## src/core/qbt_pkg.sv

```systemverilog
// Functional notes
// Four identical lanes, indexed zero to three.
// word_pick low picks first word, high second.
// Driver register loads on driver clock rise.
// Steady driver clock leaves register unchanged.
// Drive enable high releases all bus drivers.
// Driven bus line is complement of register.
// Drivers only pull low or release lines.
// Receivers sense the same pin as driver.
// Receiver inverts bus, path overall non-inverting.
// Latch enable low makes latches transparent.
// Latch enable high holds value at rise.
// Output enable high floats receiver outputs.
// Released drivers let others' data be received.
// Drive enable selects parity generate or check.
// Generate mode gives odd parity of selection.
// Check mode gives odd parity of latches.
// No reset for register or latch contents.
// Parameter picks three-state or parity variant.
package qbt_pkg;
	// Number of lanes in the transceiver.
	localparam int QBT_LANES = 4;
	// Variant codes for the build-time selection.
	localparam bit QBT_VAR_TRISTATE = 1'b0;
	localparam bit QBT_VAR_PARITY = 1'b1;
	// Register map of the local staging port, byte addresses.
	localparam logic [7:0] QBT_ADDR_WORDS = 8'h00;
	localparam logic [7:0] QBT_ADDR_CTRL = 8'h04;
	localparam logic [7:0] QBT_ADDR_STATUS = 8'h08;
	localparam logic [7:0] QBT_ADDR_FIFO = 8'h0c;
	// Control register fields.
	localparam int QBT_CTRL_PICK = 0;
	localparam int QBT_CTRL_BEN = 1;
	localparam int QBT_CTRL_LATCH = 2;
	localparam int QBT_CTRL_OEN = 3;
	// Control value after reset: drivers released, outputs floated, latches open.
	localparam logic [3:0] QBT_CTRL_RESET = 4'ha;
	// Write response codes.
	localparam logic [1:0] QBT_RESP_OKAY = 2'h0;
	localparam logic [1:0] QBT_RESP_SLVERR = 2'h2;
	// FIFO depth default.
	localparam int QBT_FIFO_DEPTH = 32;
endpackage

```

## src/core/qbt_fifo.sv

```systemverilog
`timescale 1ns/1ps
`default_nettype none
// Simple synchronous FIFO with valid and ready on both sides.
module qbt_fifo #(
	parameter int WIDTH = 8,
	parameter int DEPTH = 32
) (
	input wire logic aclk,
	input wire logic aresetn,
	input wire logic [WIDTH-1:0] in_data,
	input wire logic in_valid,
	output logic in_ready,
	output logic [WIDTH-1:0] out_data,
	output logic out_valid,
	input wire logic out_ready
);
	localparam int AW = $clog2(DEPTH);
	// Storage array for the queued words.
	logic [WIDTH-1:0] mem [DEPTH];
	logic [AW-1:0] wr_ptr_r;
	logic [AW-1:0] rd_ptr_r;
	logic [AW:0] count_r;
	logic push;
	logic pop;
	assign in_ready = (count_r != (AW+1)'(DEPTH));
	assign out_valid = (count_r != '0);
	assign out_data = mem[rd_ptr_r];
	assign push = in_valid && in_ready;
	assign pop = out_valid && out_ready;
	// Storage write; data memory needs no reset.
	always_ff @(posedge aclk) begin
		if (push) begin
			mem[wr_ptr_r] <= in_data;
		end
	end
	// Pointer and occupancy tracking.
	always_ff @(posedge aclk) begin
		if (!aresetn) begin
			wr_ptr_r <= '0;
			rd_ptr_r <= '0;
			count_r <= '0;
		end else begin
			if (push) begin
				wr_ptr_r <= (wr_ptr_r == AW'(DEPTH-1)) ? '0 : wr_ptr_r + 1'b1;
			end
			if (pop) begin
				rd_ptr_r <= (rd_ptr_r == AW'(DEPTH-1)) ? '0 : rd_ptr_r + 1'b1;
			end
			if (push && !pop) begin
				count_r <= count_r + 1'b1;
			end else if (pop && !push) begin
				count_r <= count_r - 1'b1;
			end
		end
	end
endmodule
`default_nettype wire

```

## src/core/qbt_top.sv

```systemverilog
`timescale 1ns/1ps
`default_nettype none
// Quad bus transceiver with an AXI4-Lite staging port for its local words.
// The pins of the device are mirrored as plain ports; the driver clock is
// sampled synchronously and its rising edges detected in aclk; latch enable acts as a level.
module qbt_top #(
	parameter bit VARIANT = qbt_pkg::QBT_VAR_TRISTATE,
	parameter int LANES = qbt_pkg::QBT_LANES,
	parameter int DEPTH = qbt_pkg::QBT_FIFO_DEPTH
) (
	input wire logic aclk,
	input wire logic aresetn,
	input wire logic [7:0] s_axi_awaddr,
	input wire logic s_axi_awvalid,
	output logic s_axi_awready,
	input wire logic [31:0] s_axi_wdata,
	input wire logic [3:0] s_axi_wstrb,
	input wire logic s_axi_wvalid,
	output logic s_axi_wready,
	output logic [1:0] s_axi_bresp,
	output logic s_axi_bvalid,
	input wire logic s_axi_bready,
	input wire logic [7:0] s_axi_araddr,
	input wire logic s_axi_arvalid,
	output logic s_axi_arready,
	output logic [31:0] s_axi_rdata,
	output logic [1:0] s_axi_rresp,
	output logic s_axi_rvalid,
	input wire logic s_axi_rready,
	input wire logic [LANES-1:0] first_word_in,
	input wire logic [LANES-1:0] second_word_in,
	input wire logic word_pick,
	input wire logic driver_register_clock,
	input wire logic bus_drive_enable_n,
	input wire logic receive_latch_enable,
	input wire logic receive_output_enable_n,
	input wire logic [LANES-1:0] bus_in,
	output logic [LANES-1:0] bus_out,
	output logic [LANES-1:0] bus_oe,
	output logic [LANES-1:0] latched_output,
	output logic [LANES-1:0] latched_output_oe,
	output logic parity_out
);
	import qbt_pkg::*;

	// Odd parity: high when the count of ones is even.
	function automatic logic odd_par(input logic [LANES-1:0] w);
		odd_par = ~(^w);
	endfunction

	// Software-held words and controls, used when ctrl selects staging.
	logic [LANES-1:0] sw_first_r;
	logic [LANES-1:0] sw_second_r;
	logic [3:0] ctrl_r;
	logic sw_mode_r;
	// Effective pin-level controls after the staging choice.
	logic [LANES-1:0] w_first;
	logic [LANES-1:0] w_second;
	logic pick;
	logic ben_n;
	logic latch_en; // Effective receiver latch enable, high holds.
	logic oen;
	// Previous samples for edge detection.
	logic drclk_q_r;
	logic drclk_q2_r;
	// Lane storage.
	logic [LANES-1:0] drv_reg_r;
	logic [LANES-1:0] latch_r;
	logic [LANES-1:0] sel_word;
	logic [LANES-1:0] bus_level;
	logic [LANES-1:0] rx_word;
	// FIFO of received words toward software.
	logic fifo_in_valid;
	logic fifo_in_ready;
	logic [LANES-1:0] fifo_out_data;
	logic fifo_out_valid;
	logic fifo_out_ready;
	logic [LANES-1:0] last_pushed_r;
	logic rd_pop;

	// Software staging overrides the pin words and controls when enabled.
	assign w_first = sw_mode_r ? sw_first_r : first_word_in;
	assign w_second = sw_mode_r ? sw_second_r : second_word_in;
	assign pick = sw_mode_r ? ctrl_r[QBT_CTRL_PICK] : word_pick;
	assign ben_n = sw_mode_r ? ctrl_r[QBT_CTRL_BEN] : bus_drive_enable_n;
	assign latch_en = sw_mode_r ? ctrl_r[QBT_CTRL_LATCH] : receive_latch_enable;
	assign oen = sw_mode_r ? ctrl_r[QBT_CTRL_OEN] : receive_output_enable_n;

	// Per-lane selector and bus level seen at the shared pin.
	genvar g;
	generate
		for (g = 0; g < LANES; g++) begin : g_lane
			assign sel_word[g] = pick ? w_second[g] : w_first[g];
			// Wired-OR: our own pull-down wins over the bus's level.
			assign bus_level[g] = bus_in[g] & ~(~ben_n & drv_reg_r[g]);
			assign rx_word[g] = ~bus_level[g];
		end
	endgenerate

	// Driver clock sample history for rising-edge detection.
	always_ff @(posedge aclk) begin
		drclk_q_r <= driver_register_clock;
		drclk_q2_r <= drclk_q_r;
	end

	// Driver register: loads only on a low-to-high clock step, no reset.
	always_ff @(posedge aclk) begin
		if (drclk_q_r && !drclk_q2_r) begin
			drv_reg_r <= sel_word;
		end
	end

	// Receiver latch: follows while enable low, holds while high.
	always_ff @(posedge aclk) begin
		if (!latch_en) begin
			latch_r <= rx_word;
		end
	end

	// Bus pins only pull low or release; high comes from the pull-up.
	always_ff @(posedge aclk) begin
		bus_out <= '0;
		bus_oe <= ben_n ? '0 : drv_reg_r;
	end

	// Receiver outputs with optional three-state control.
	always_ff @(posedge aclk) begin
		latched_output <= latch_r;
		if (VARIANT == QBT_VAR_TRISTATE) begin
			latched_output_oe <= oen ? '0 : '1;
		end else begin
			latched_output_oe <= '1;
		end
	end

	// Parity output: generate while driving, check while released.
	always_ff @(posedge aclk) begin
		if (VARIANT == QBT_VAR_PARITY) begin
			parity_out <= ben_n ? odd_par(latch_r) : odd_par(sel_word);
		end else begin
			parity_out <= 1'b0;
		end
	end

	// Received words enter the FIFO whenever the latch content differs from the last word pushed and the FIFO is not full.
	assign fifo_in_valid = (latch_r != last_pushed_r);
	always_ff @(posedge aclk) begin
		if (!aresetn) begin
			last_pushed_r <= '0;
		end else if (fifo_in_valid && fifo_in_ready) begin
			last_pushed_r <= latch_r;
		end
	end

	qbt_fifo #(.WIDTH(LANES), .DEPTH(DEPTH)) u_fifo (
		.aclk(aclk),
		.aresetn(aresetn),
		.in_data(latch_r),
		.in_valid(fifo_in_valid),
		.in_ready(fifo_in_ready),
		.out_data(fifo_out_data),
		.out_valid(fifo_out_valid),
		.out_ready(fifo_out_ready)
	);
	assign fifo_out_ready = rd_pop;

	// Write channel: take address and data in either order, then respond.
	logic aw_held_r;
	logic w_held_r;
	logic [7:0] aw_addr_r;
	logic [31:0] w_data_r;
	logic [3:0] w_strb_r;
	always_ff @(posedge aclk) begin
		if (!aresetn) begin
			aw_held_r <= 1'b0;
			w_held_r <= 1'b0;
			aw_addr_r <= '0;
			w_data_r <= '0;
			w_strb_r <= '0;
			s_axi_bvalid <= 1'b0;
			s_axi_bresp <= QBT_RESP_OKAY;
			sw_first_r <= '0;
			sw_second_r <= '0;
			ctrl_r <= QBT_CTRL_RESET;
			sw_mode_r <= 1'b0;
		end else begin
			if (s_axi_awvalid && s_axi_awready) begin
				aw_held_r <= 1'b1;
				aw_addr_r <= s_axi_awaddr;
			end
			if (s_axi_wvalid && s_axi_wready) begin
				w_held_r <= 1'b1;
				w_data_r <= s_axi_wdata;
				w_strb_r <= s_axi_wstrb;
			end
			if (aw_held_r && w_held_r && !s_axi_bvalid) begin
				aw_held_r <= 1'b0;
				w_held_r <= 1'b0;
				s_axi_bvalid <= 1'b1;
				s_axi_bresp <= QBT_RESP_OKAY;
				// Only byte lane 0 carries register bits.
				case (aw_addr_r)
					QBT_ADDR_WORDS: begin
						if (w_strb_r[0]) begin
							sw_first_r <= w_data_r[LANES-1:0];
							sw_second_r <= w_data_r[LANES+3:4];
						end
					end
					QBT_ADDR_CTRL: begin
						if (w_strb_r[0]) begin
							ctrl_r <= w_data_r[3:0];
							sw_mode_r <= w_data_r[4];
						end
					end
					default: begin
						s_axi_bresp <= QBT_RESP_SLVERR;
					end
				endcase
			end else if (s_axi_bvalid && s_axi_bready) begin
				s_axi_bvalid <= 1'b0;
			end
		end
	end
	assign s_axi_awready = !aw_held_r && !s_axi_bvalid;
	assign s_axi_wready = !w_held_r && !s_axi_bvalid;

	// Read channel: one-cycle answer; the FIFO register pops on read.
	always_ff @(posedge aclk) begin
		if (!aresetn) begin
			s_axi_rvalid <= 1'b0;
			s_axi_rdata <= '0;
			s_axi_rresp <= QBT_RESP_OKAY;
		end else if (s_axi_arvalid && s_axi_arready) begin
			s_axi_rvalid <= 1'b1;
			s_axi_rresp <= QBT_RESP_OKAY;
			case (s_axi_araddr)
				QBT_ADDR_WORDS: s_axi_rdata <= {24'h0, sw_second_r, sw_first_r};
				QBT_ADDR_CTRL: s_axi_rdata <= {27'h0, sw_mode_r, ctrl_r};
				QBT_ADDR_STATUS: s_axi_rdata <= {22'h0, fifo_out_valid, !fifo_in_ready,
					drv_reg_r, latch_r};
				QBT_ADDR_FIFO: s_axi_rdata <= {27'h0, fifo_out_valid, fifo_out_data};
				default: begin
					s_axi_rdata <= '0;
					s_axi_rresp <= QBT_RESP_SLVERR;
				end
			endcase
		end else if (s_axi_rvalid && s_axi_rready) begin
			s_axi_rvalid <= 1'b0;
		end
	end
	assign s_axi_arready = !s_axi_rvalid;
	assign rd_pop = s_axi_arvalid && s_axi_arready && (s_axi_araddr == QBT_ADDR_FIFO)
		&& fifo_out_valid;
endmodule
`default_nettype wire

```

## config.mk

```make
export PLATFORM = sky130hd
export DESIGN_NAME = qbt_top
export DESIGN_NICKNAME = d
export VERILOG_FILES = /design/src/core/qbt_pkg.sv /design/src/core/qbt_fifo.sv /design/src/core/qbt_top.sv
export SDC_FILE = /design/constraint.sdc
export NUM_CORES = 1
export LEC_CHECK = 0
export BUFFER_PORTS_ARGS = -buffer_cell sky130_fd_sc_hd__buf_2
export CAP_MARGIN = 10
export CELL_PAD_IN_SITES_DETAIL_PLACEMENT = 1
export CELL_PAD_IN_SITES_GLOBAL_PLACEMENT = 1
export CORE_UTILIZATION = 50
export CTS_CLUSTER_DIAMETER = 30
export DETAILED_ROUTE_END_ITERATION = 10
export HOLD_SLACK_MARGIN = 0.03
export PLACE_DENSITY_LB_ADDON = 0.3
export SLEW_MARGIN = 30
export SYNTH_ARGS = -nofsm -noshare
export SYNTH_HDL_FRONTEND = slang
export SYNTH_HIERARCHICAL = 1
export SYNTH_SLANG_ARGS = --single-unit
```

## constraint.sdc

```tcl
create_clock -name aclk -period 5 [get_ports aclk]
set_clock_uncertainty 0.15 [all_clocks]
set_input_delay 0.25 -clock aclk [delete_from_list [all_inputs] [get_ports aclk]]
set_output_delay 0.25 -clock aclk [all_outputs]
set_load 0.005 [all_outputs]
```

==> Word-level counts from Yosys, hierarchy flattened <==
Memories as Yosys holds them, arrays and structs flattened. A register that Yosys moved wholly into a read port is not among the register bits.
Cells that the tools add are included.
{ "op_classes": {"addsub": 4, "n_eq_ne": 8, "mux": 26, "bitwise_logic": 18, "n_reduce_logical": 35} }
{ "op_table": {"columns": ["cell", "n"], "rows": [
  ["$pmux 10 s4", 1],
  ["$mux 5", 4],
  ["$eq 8x3->1 const B", 2],
  ["$eq 8x4->1 const B", 2],
  ["$logic_and 1x1->1", 16],
  ["$logic_not 8->1", 2],
  ["$mux 1", 14],
  ["$mux 4", 3],
  ["$mux 6", 2],
  ["$add 5x1->5 const B", 2],
  ["$eq 5x5->1 const B", 2],
  ["$not 1->1", 10],
  ["$and 1x1->1", 8],
  ["$logic_not 1->1", 8],
  ["$add 6x1->6 const B", 1],
  ["$ne 6x6->1 const B", 1],
  ["$reduce_and 3->1", 2],
  ["$reduce_bool 2->1", 3],
  ["$reduce_bool 6->1", 1],
  ["$sub 6x1->6 const B", 1],
  ["$mux 2", 2],
  ["$ne 4x4->1", 1],
  ["$reduce_or 2->1", 2],
  ["$reduce_or 4->1", 1]
]} }
{ "totals": {"register_bits": 112, "mem_bits_rw": 128, "input_bits": 76, "out_inout_bits": 58, "wordCells": 117, "memories": 1} }
{ "memory_table": {"columns": ["name", "words", "word_bits", "read_ports", "rd_ports_with_merged_regs", "wr", "line", "source"], "rows": [
  ["u_fifo.mem", 32, 4, 1, 1, 1, "qbt_fifo.sv:19", "logic [WIDTH-1:0] mem [DEPTH];"]
]} }

==> Depth between registers and ports, before layout <==
{ "logic_depth": {"ltp_word": 8, "ltp_mapped": 12, "ltp_nobuf": 12} }

==> Cells and area by module <==
The synthesis kept the hierarchy.
{ "by_module_without_submodules": {"columns": ["module", "instances", "cells_each", "area_per_inst_um2", "seq_area_each_um2"], "rows": [
  ["qbt_fifo", 1, 411, 6273.5, 4264.1],
  ["qbt_top", 1, 290, 3019.1, 1461.4]
]} }

==> Worst setup path before layout <==
OpenSTA, ideal clock, no wires.
{ "synth_path": {"path_type": "reg2reg", "start": "register u_fifo.count_r[4]", "end": "register u_fifo.count_r[5]", "setup_time_ns": 0.129, "arrival_ns": 2.978, "t_required_ns": 4.721, "path_slack_ns": 1.743, "path_stages_with_launch": 13, "path_buffers": 0, "synth_period_minus_slack_ns": 3.257, "cell_sequence": "dfxtp_1 > or4_4 > or3_2 > nand4_1 > nor2_1 > o31ai_4 > ha_1 > inv_1 > ha_1 > a211o_1 > o221a_2 > o21ai_0 > nand4b_1"} }
{ "synth_via": {"elab_chain_cells": 6, "elab_cells_between_ends": 14, "cone_classes": "add/sub (2); eq/ne (1); mux (2); reduce/logical (9)"} }
{ "synth_rtl": {"columns": ["element", "line", "source"], "rows": [
  ["from (decl)", "qbt_fifo.sv:22", "logic [AW:0] count_r;"],
  ["from (signal assigned)", "qbt_fifo.sv:50", "count_r <= count_r + 1'b1;"],
  ["from (signal assigned)", "qbt_fifo.sv:52", "count_r <= count_r - 1'b1;"],
  ["$reduce_bool 6->1 (*)", "qbt_fifo.sv:26", "assign out_valid = (count_r != '0);"],
  ["named net fifo_out_valid", "qbt_top.sv:76", "logic fifo_out_valid;"],
  ["$logic_and 1x1->1 (*)", "qbt_top.sv:253", "&& fifo_out_valid;"],
  ["named net fifo_out_ready", "qbt_top.sv:77", "logic fifo_out_ready;"],
  ["$logic_and 1x1->1 (*)", "qbt_fifo.sv:29", "assign pop = out_valid && out_ready;"],
  ["$logic_not 1->1", "qbt_fifo.sv:49", "if (push && !pop) begin"],
  ["$logic_and 1x1->1", "qbt_fifo.sv:49", null],
  ["$mux 6 / $reduce_bool 2->1 (equally long branches)", null, null]
]} }
Mark *: on every way through the listed nets, which the timed path passes. The rest lies on a longest branch. The select of a mux whose other input is x is not followed.
A chain may end at the register's enable or synchronous reset.

==> Worst setup path in the final report <==
{ "layout_path": {"start": "register u_fifo.count_r[0]", "end": "register u_fifo.count_r[5]"} }
Same word-level chain as after synthesis.

==> impl_summary.txt <==
----------------------------------------------------
[Outcome]
  Status ... finished with violations
  Violated checks ... design-rule violations

[Placement]
  Placed cell areas ... 0.00978 mm²
  RD Place Congestion ... between 0.7 and 0.8
  Number of buffers inserted by port buffering ... a little under 80
  Detail Placement HPWL ... 15,100 µm

[STA]
  Top achievable clock speed ... about 0.26 GHz
  Actual slew at the worst max-slew pin ... roughly 900 ps
  Hold Fails Final Rpt ... 0
  Worst rel slew slack ... 0.412
  Endpoints failing setup ... 0
  Worst hold margin ... between 30 and 40 ps
  Clock period minus final worst setup slack ... 3780 ps
  TNS Setup ... 0 ps
  Final Max Tran Viols ... 0
  RSZ-0062 raised after global routing ... false
  Final worst-path cycle share ... 0.755

[Route]
  DRC violation total after the first TritonRoute iteration ... ~540
  DRT Wirelength ... 29,300 µm
  Vias/cell ... around 6.1
  DRC Markers ... 13
  Antenna-violating nets left ... 0
  1st-pass router iterations ... 8
  Vias after detailed routing ... approximately 6.7k
  Routed length per placed instance ... approximately 27 µm

[Layout]
  Cell area after layout ... roughly 0.012 mm²
  Synthesis-to-layout area growth ... 25.4%
  Number of nets in the layout ... around 930
  Fraction of final layout cells with drive strength greater than 1 ... 0.243
  Post-layout util ... 0.644

[Synth]
  Ys Warns ... 6
  Combined area of all synthesized cells ... about 0.0093 mm²
  Mean cell area of the mapped netlist ... between 10 and 15 µm²
  Proportion of synthesized chip area in sequential cells ... 0.616
  Number of storage elements in the synthesis netlist ... roughly 220
  Top_reg_cell synth ... edfxtp_1
  Number of enable-type register cells in the synthesized netlist ... roughly 140
  Async set or reset register ratio after synthesis ... 0
  Synthesized instance count ... 701
  Yosys cell types ... about 60

[GRT]
  First-pass GRT wire length ... around 45,000 µm
  Largest net degree at the start of global routing ... 40
  Via count of the first global-routing pass ... a little over 7k
  Total track usage ... 0.316
  Remaining Overflow, GRT ... 0
  Initial antenna violation count ... 1

[Worst setup path]
  Critical-path maximum fanout ... 9
  Required time of the worst setup path ... around 5300 ps
  Crit path max-delay family ... simple AND/OR/NAND/NOR gates
  Crit path depth ... 12
  R2r worst-path depth ... 12
  Critical Setup Path Class ... reg -> reg
  Worst-path cell chain ... or4_4 -> or3_2 -> nand4_1 -> nor2_1 -> o31ai_4 -> ha_1 -> inv_1 -> ha_1 -> a211o_1 -> o221a_2 -> a21oi_1 -> nand4b_1
  Highest-delay cell along the critical path ... or4_4
  Arrival time reported for the critical path endpoint ... between 4000 and 5000 ps
  CP endpoint kind ... flop
  Buffering stage count on the worst path with inverters included ... 1
  Crit path top cell by count ... ha_1
  Crit path largest cell delay ... slightly below 600 ps
  Startpoint types ... flop

[Floorplan]
  Effective utilization at floorplan ... 0.514
  Total core area ... 0.0181 mm²
  Top-level port count ... roughly 130
  Floorplan die area ... roughly 0.019 mm²
  Die X ... 138 µm
  Die outline height ... 138 µm
  Count of standard-cell rows ... between 40 and 50

[Flow run]
  Max-cap violations ... 0

[Pwr]
  Peak VDD IR ... 0.308 mV
  Power Total ... between 0.005 and 0.006 W
  Power Density ... a little under 500 mW/mm²
  Leakage power ... about 4.3 nW

[Clock tree]
  Maximum clock path buffer count ... 3
  Total of cells resized after clock tree synthesis ... 0
  Clk pin slew, worst setup/hold paths ... approximately 60 ps
  TritonCTS clock tree ... yes
  Post CTS Setup Buffer Count ... 0
  Total of hold buffers inserted after clock tree synthesis ... 36
  Num Clock Sinks ... roughly 220
  Library cell used as clock root buffer ... clkbuf_16
  TritonCTS buffer count ... 44
  Source-to-sink clock delay at the later pin of the worst-skew pair ... between 500 and 600 ps
  Deepest level of the CTS H-tree ... 2

[Hold path]
  Type of the tightest min-delay check ... in -> reg
  Hold Path Depth ... 4

----------------------------------------------------
## sequential cells by signal, indices dropped and copies added (netlist names), 4 cells and up, named ones only
| register | cells |
|---|---|
| u_fifo/rd_ptr_r | 5 |
| u_fifo/count_r | 6 |
| drv_reg_r | 4 |
| u_fifo/mem | 128 |
| s_axi_rdata | 10 |
| sw_first_r | 4 |
| last_pushed_r | 4 |
| bus_oe | 4 |
| latched_output | 4 |
| ctrl_r | 4 |
| sw_second_r | 4 |
| aw_addr_r | 8 |
| latch_r | 4 |
| w_data_r | 8 |
| u_fifo/wr_ptr_r | 5 |
## final cells by class
class	instances	area [µm²]
Fill cell	1707	6440
Sequential cell	218	5730
Multi-Input combinational cell	439	3280
Clock buffer	46	1110
Timing Repair Buffer	121	806
Clock inverter	36	394
Tap cell	229	287
Inverter	11	41.3
Antenna cell	1	2.50
## worst reg2reg max path: cells and delay by family (launching register included)
kind / cells / cell delay (ps)
buffers and inverters: 1 / 190
AND/OR/NAND/NOR: 5 / 1510
adder cells (fa/ha/maj): 2 / 720
AO/OA/AOI/OAI: 4 / 820
flip-flops: 1 / 340
## cell families (layout without fill, tap and decap cells)
family | after synthesis | count (layout) | synth area share
fa+ha+maj | 14 | 14 | 0.0197
mux | 99 | 99 | 0.135
xor+xnor | 6 | 6 | 0.00565
simple gates | 214 | 214 | 0.120
compound gates | 77 | 77 | 0.0594
other cells | 1 | 30 | 0.000404
flops | 218 | 218 | 0.616
buf+inv | 72 | 214 | 0.0438
## report_power, final
group          leakage [nW]  switching, W  internal [W]
Sequential             1.90     0.0000779       0.00201
Combinational          1.69      0.000351      0.000203
Clock                 0.707       0.00112       0.00187
Total                  4.29       0.00155       0.00408
## cell usage in the layout, fill, tap and decap left out, types with 4 or more instances in the layout
master	count
xnor2_1	4
mux2i_1	78
a221oi_1	4
nand3_1	23
mux4_2	21
clkbuf_16	44
or3_1	4
o31ai_1	5
and3_1	5
a32o_1	5
edfxtp_1	136
clkinv_4	4
inv_1	9
nand2_4	4
inv_6	11
clkinvlp_4	10
bufinv_16	4
a22oi_1	8
nand2_1	38
o21ai_0	6
a21oi_1	27
dfxtp_1	81
buf_4	8
a22o_1	4
a211oi_1	5
conb_1	29
and2_1	6
nand2b_1	11
nor2_1	78
nor3_1	4
ha_1	13
buf_2	77
clkinv_2	4
nor2b_1	9
dlygate4sd3_1	36
nand3b_1	6
## per-layer routing
metal	wire (µm)	track usage	share of wire	vias to the layer above
met2	15000	0.544	0.51	341
met1	11000	0.375	0.38	3421
met3	1940	0.0634	0.066	92
met4	1350	0.166	0.046	0
li1	-	-	-	2839
met5	0	0	0	-
## final timing paths
kind	slack, ps	start	end
max	1220	u_fifo/count_r[0]	u_fifo/count_r[5]
min	40	first_word_in[3]	drv_reg_r[3]
max reg2reg	1220	u_fifo/count_r[0]	u_fifo/count_r[5]
min reg2reg	200	drclk_q_r	drclk_q2_r
## synth_stat cells, types with 6 or more instances
cell,n,share of area
nand2b_1,11,0.0074
mux2i_1,78,0.084
nand3b_1,6,0.0048
nand3_1,23,0.012
buf_1,6,0.0024
and2_1,6,0.0040
buf_4,33,0.027
clkbuf_1,17,0.0069
a22oi_1,8,0.0065
nor2_1,78,0.032
a21oi_1,27,0.015
edfxtp_1,136,0.44
ha_1,13,0.018
mux4_2,21,0.051
o21ai_0,6,0.0032
nand2_1,38,0.015
inv_1,10,0.0040
dfxtp_1,82,0.18
nor2b_1,9,0.0061
## per-stage QoR
stage | setup slack (ps) | instances
5_1_grt | 1040 | 1101
4_1_cts | 1260 | 1100
2_1_floorplan | 1740 | 729
3_3_place_gp | 1440 | 982
6_report | 1220 | 1101
3_5_place_dp | 1330 | 982
Power figures use the tool's default switching activity.
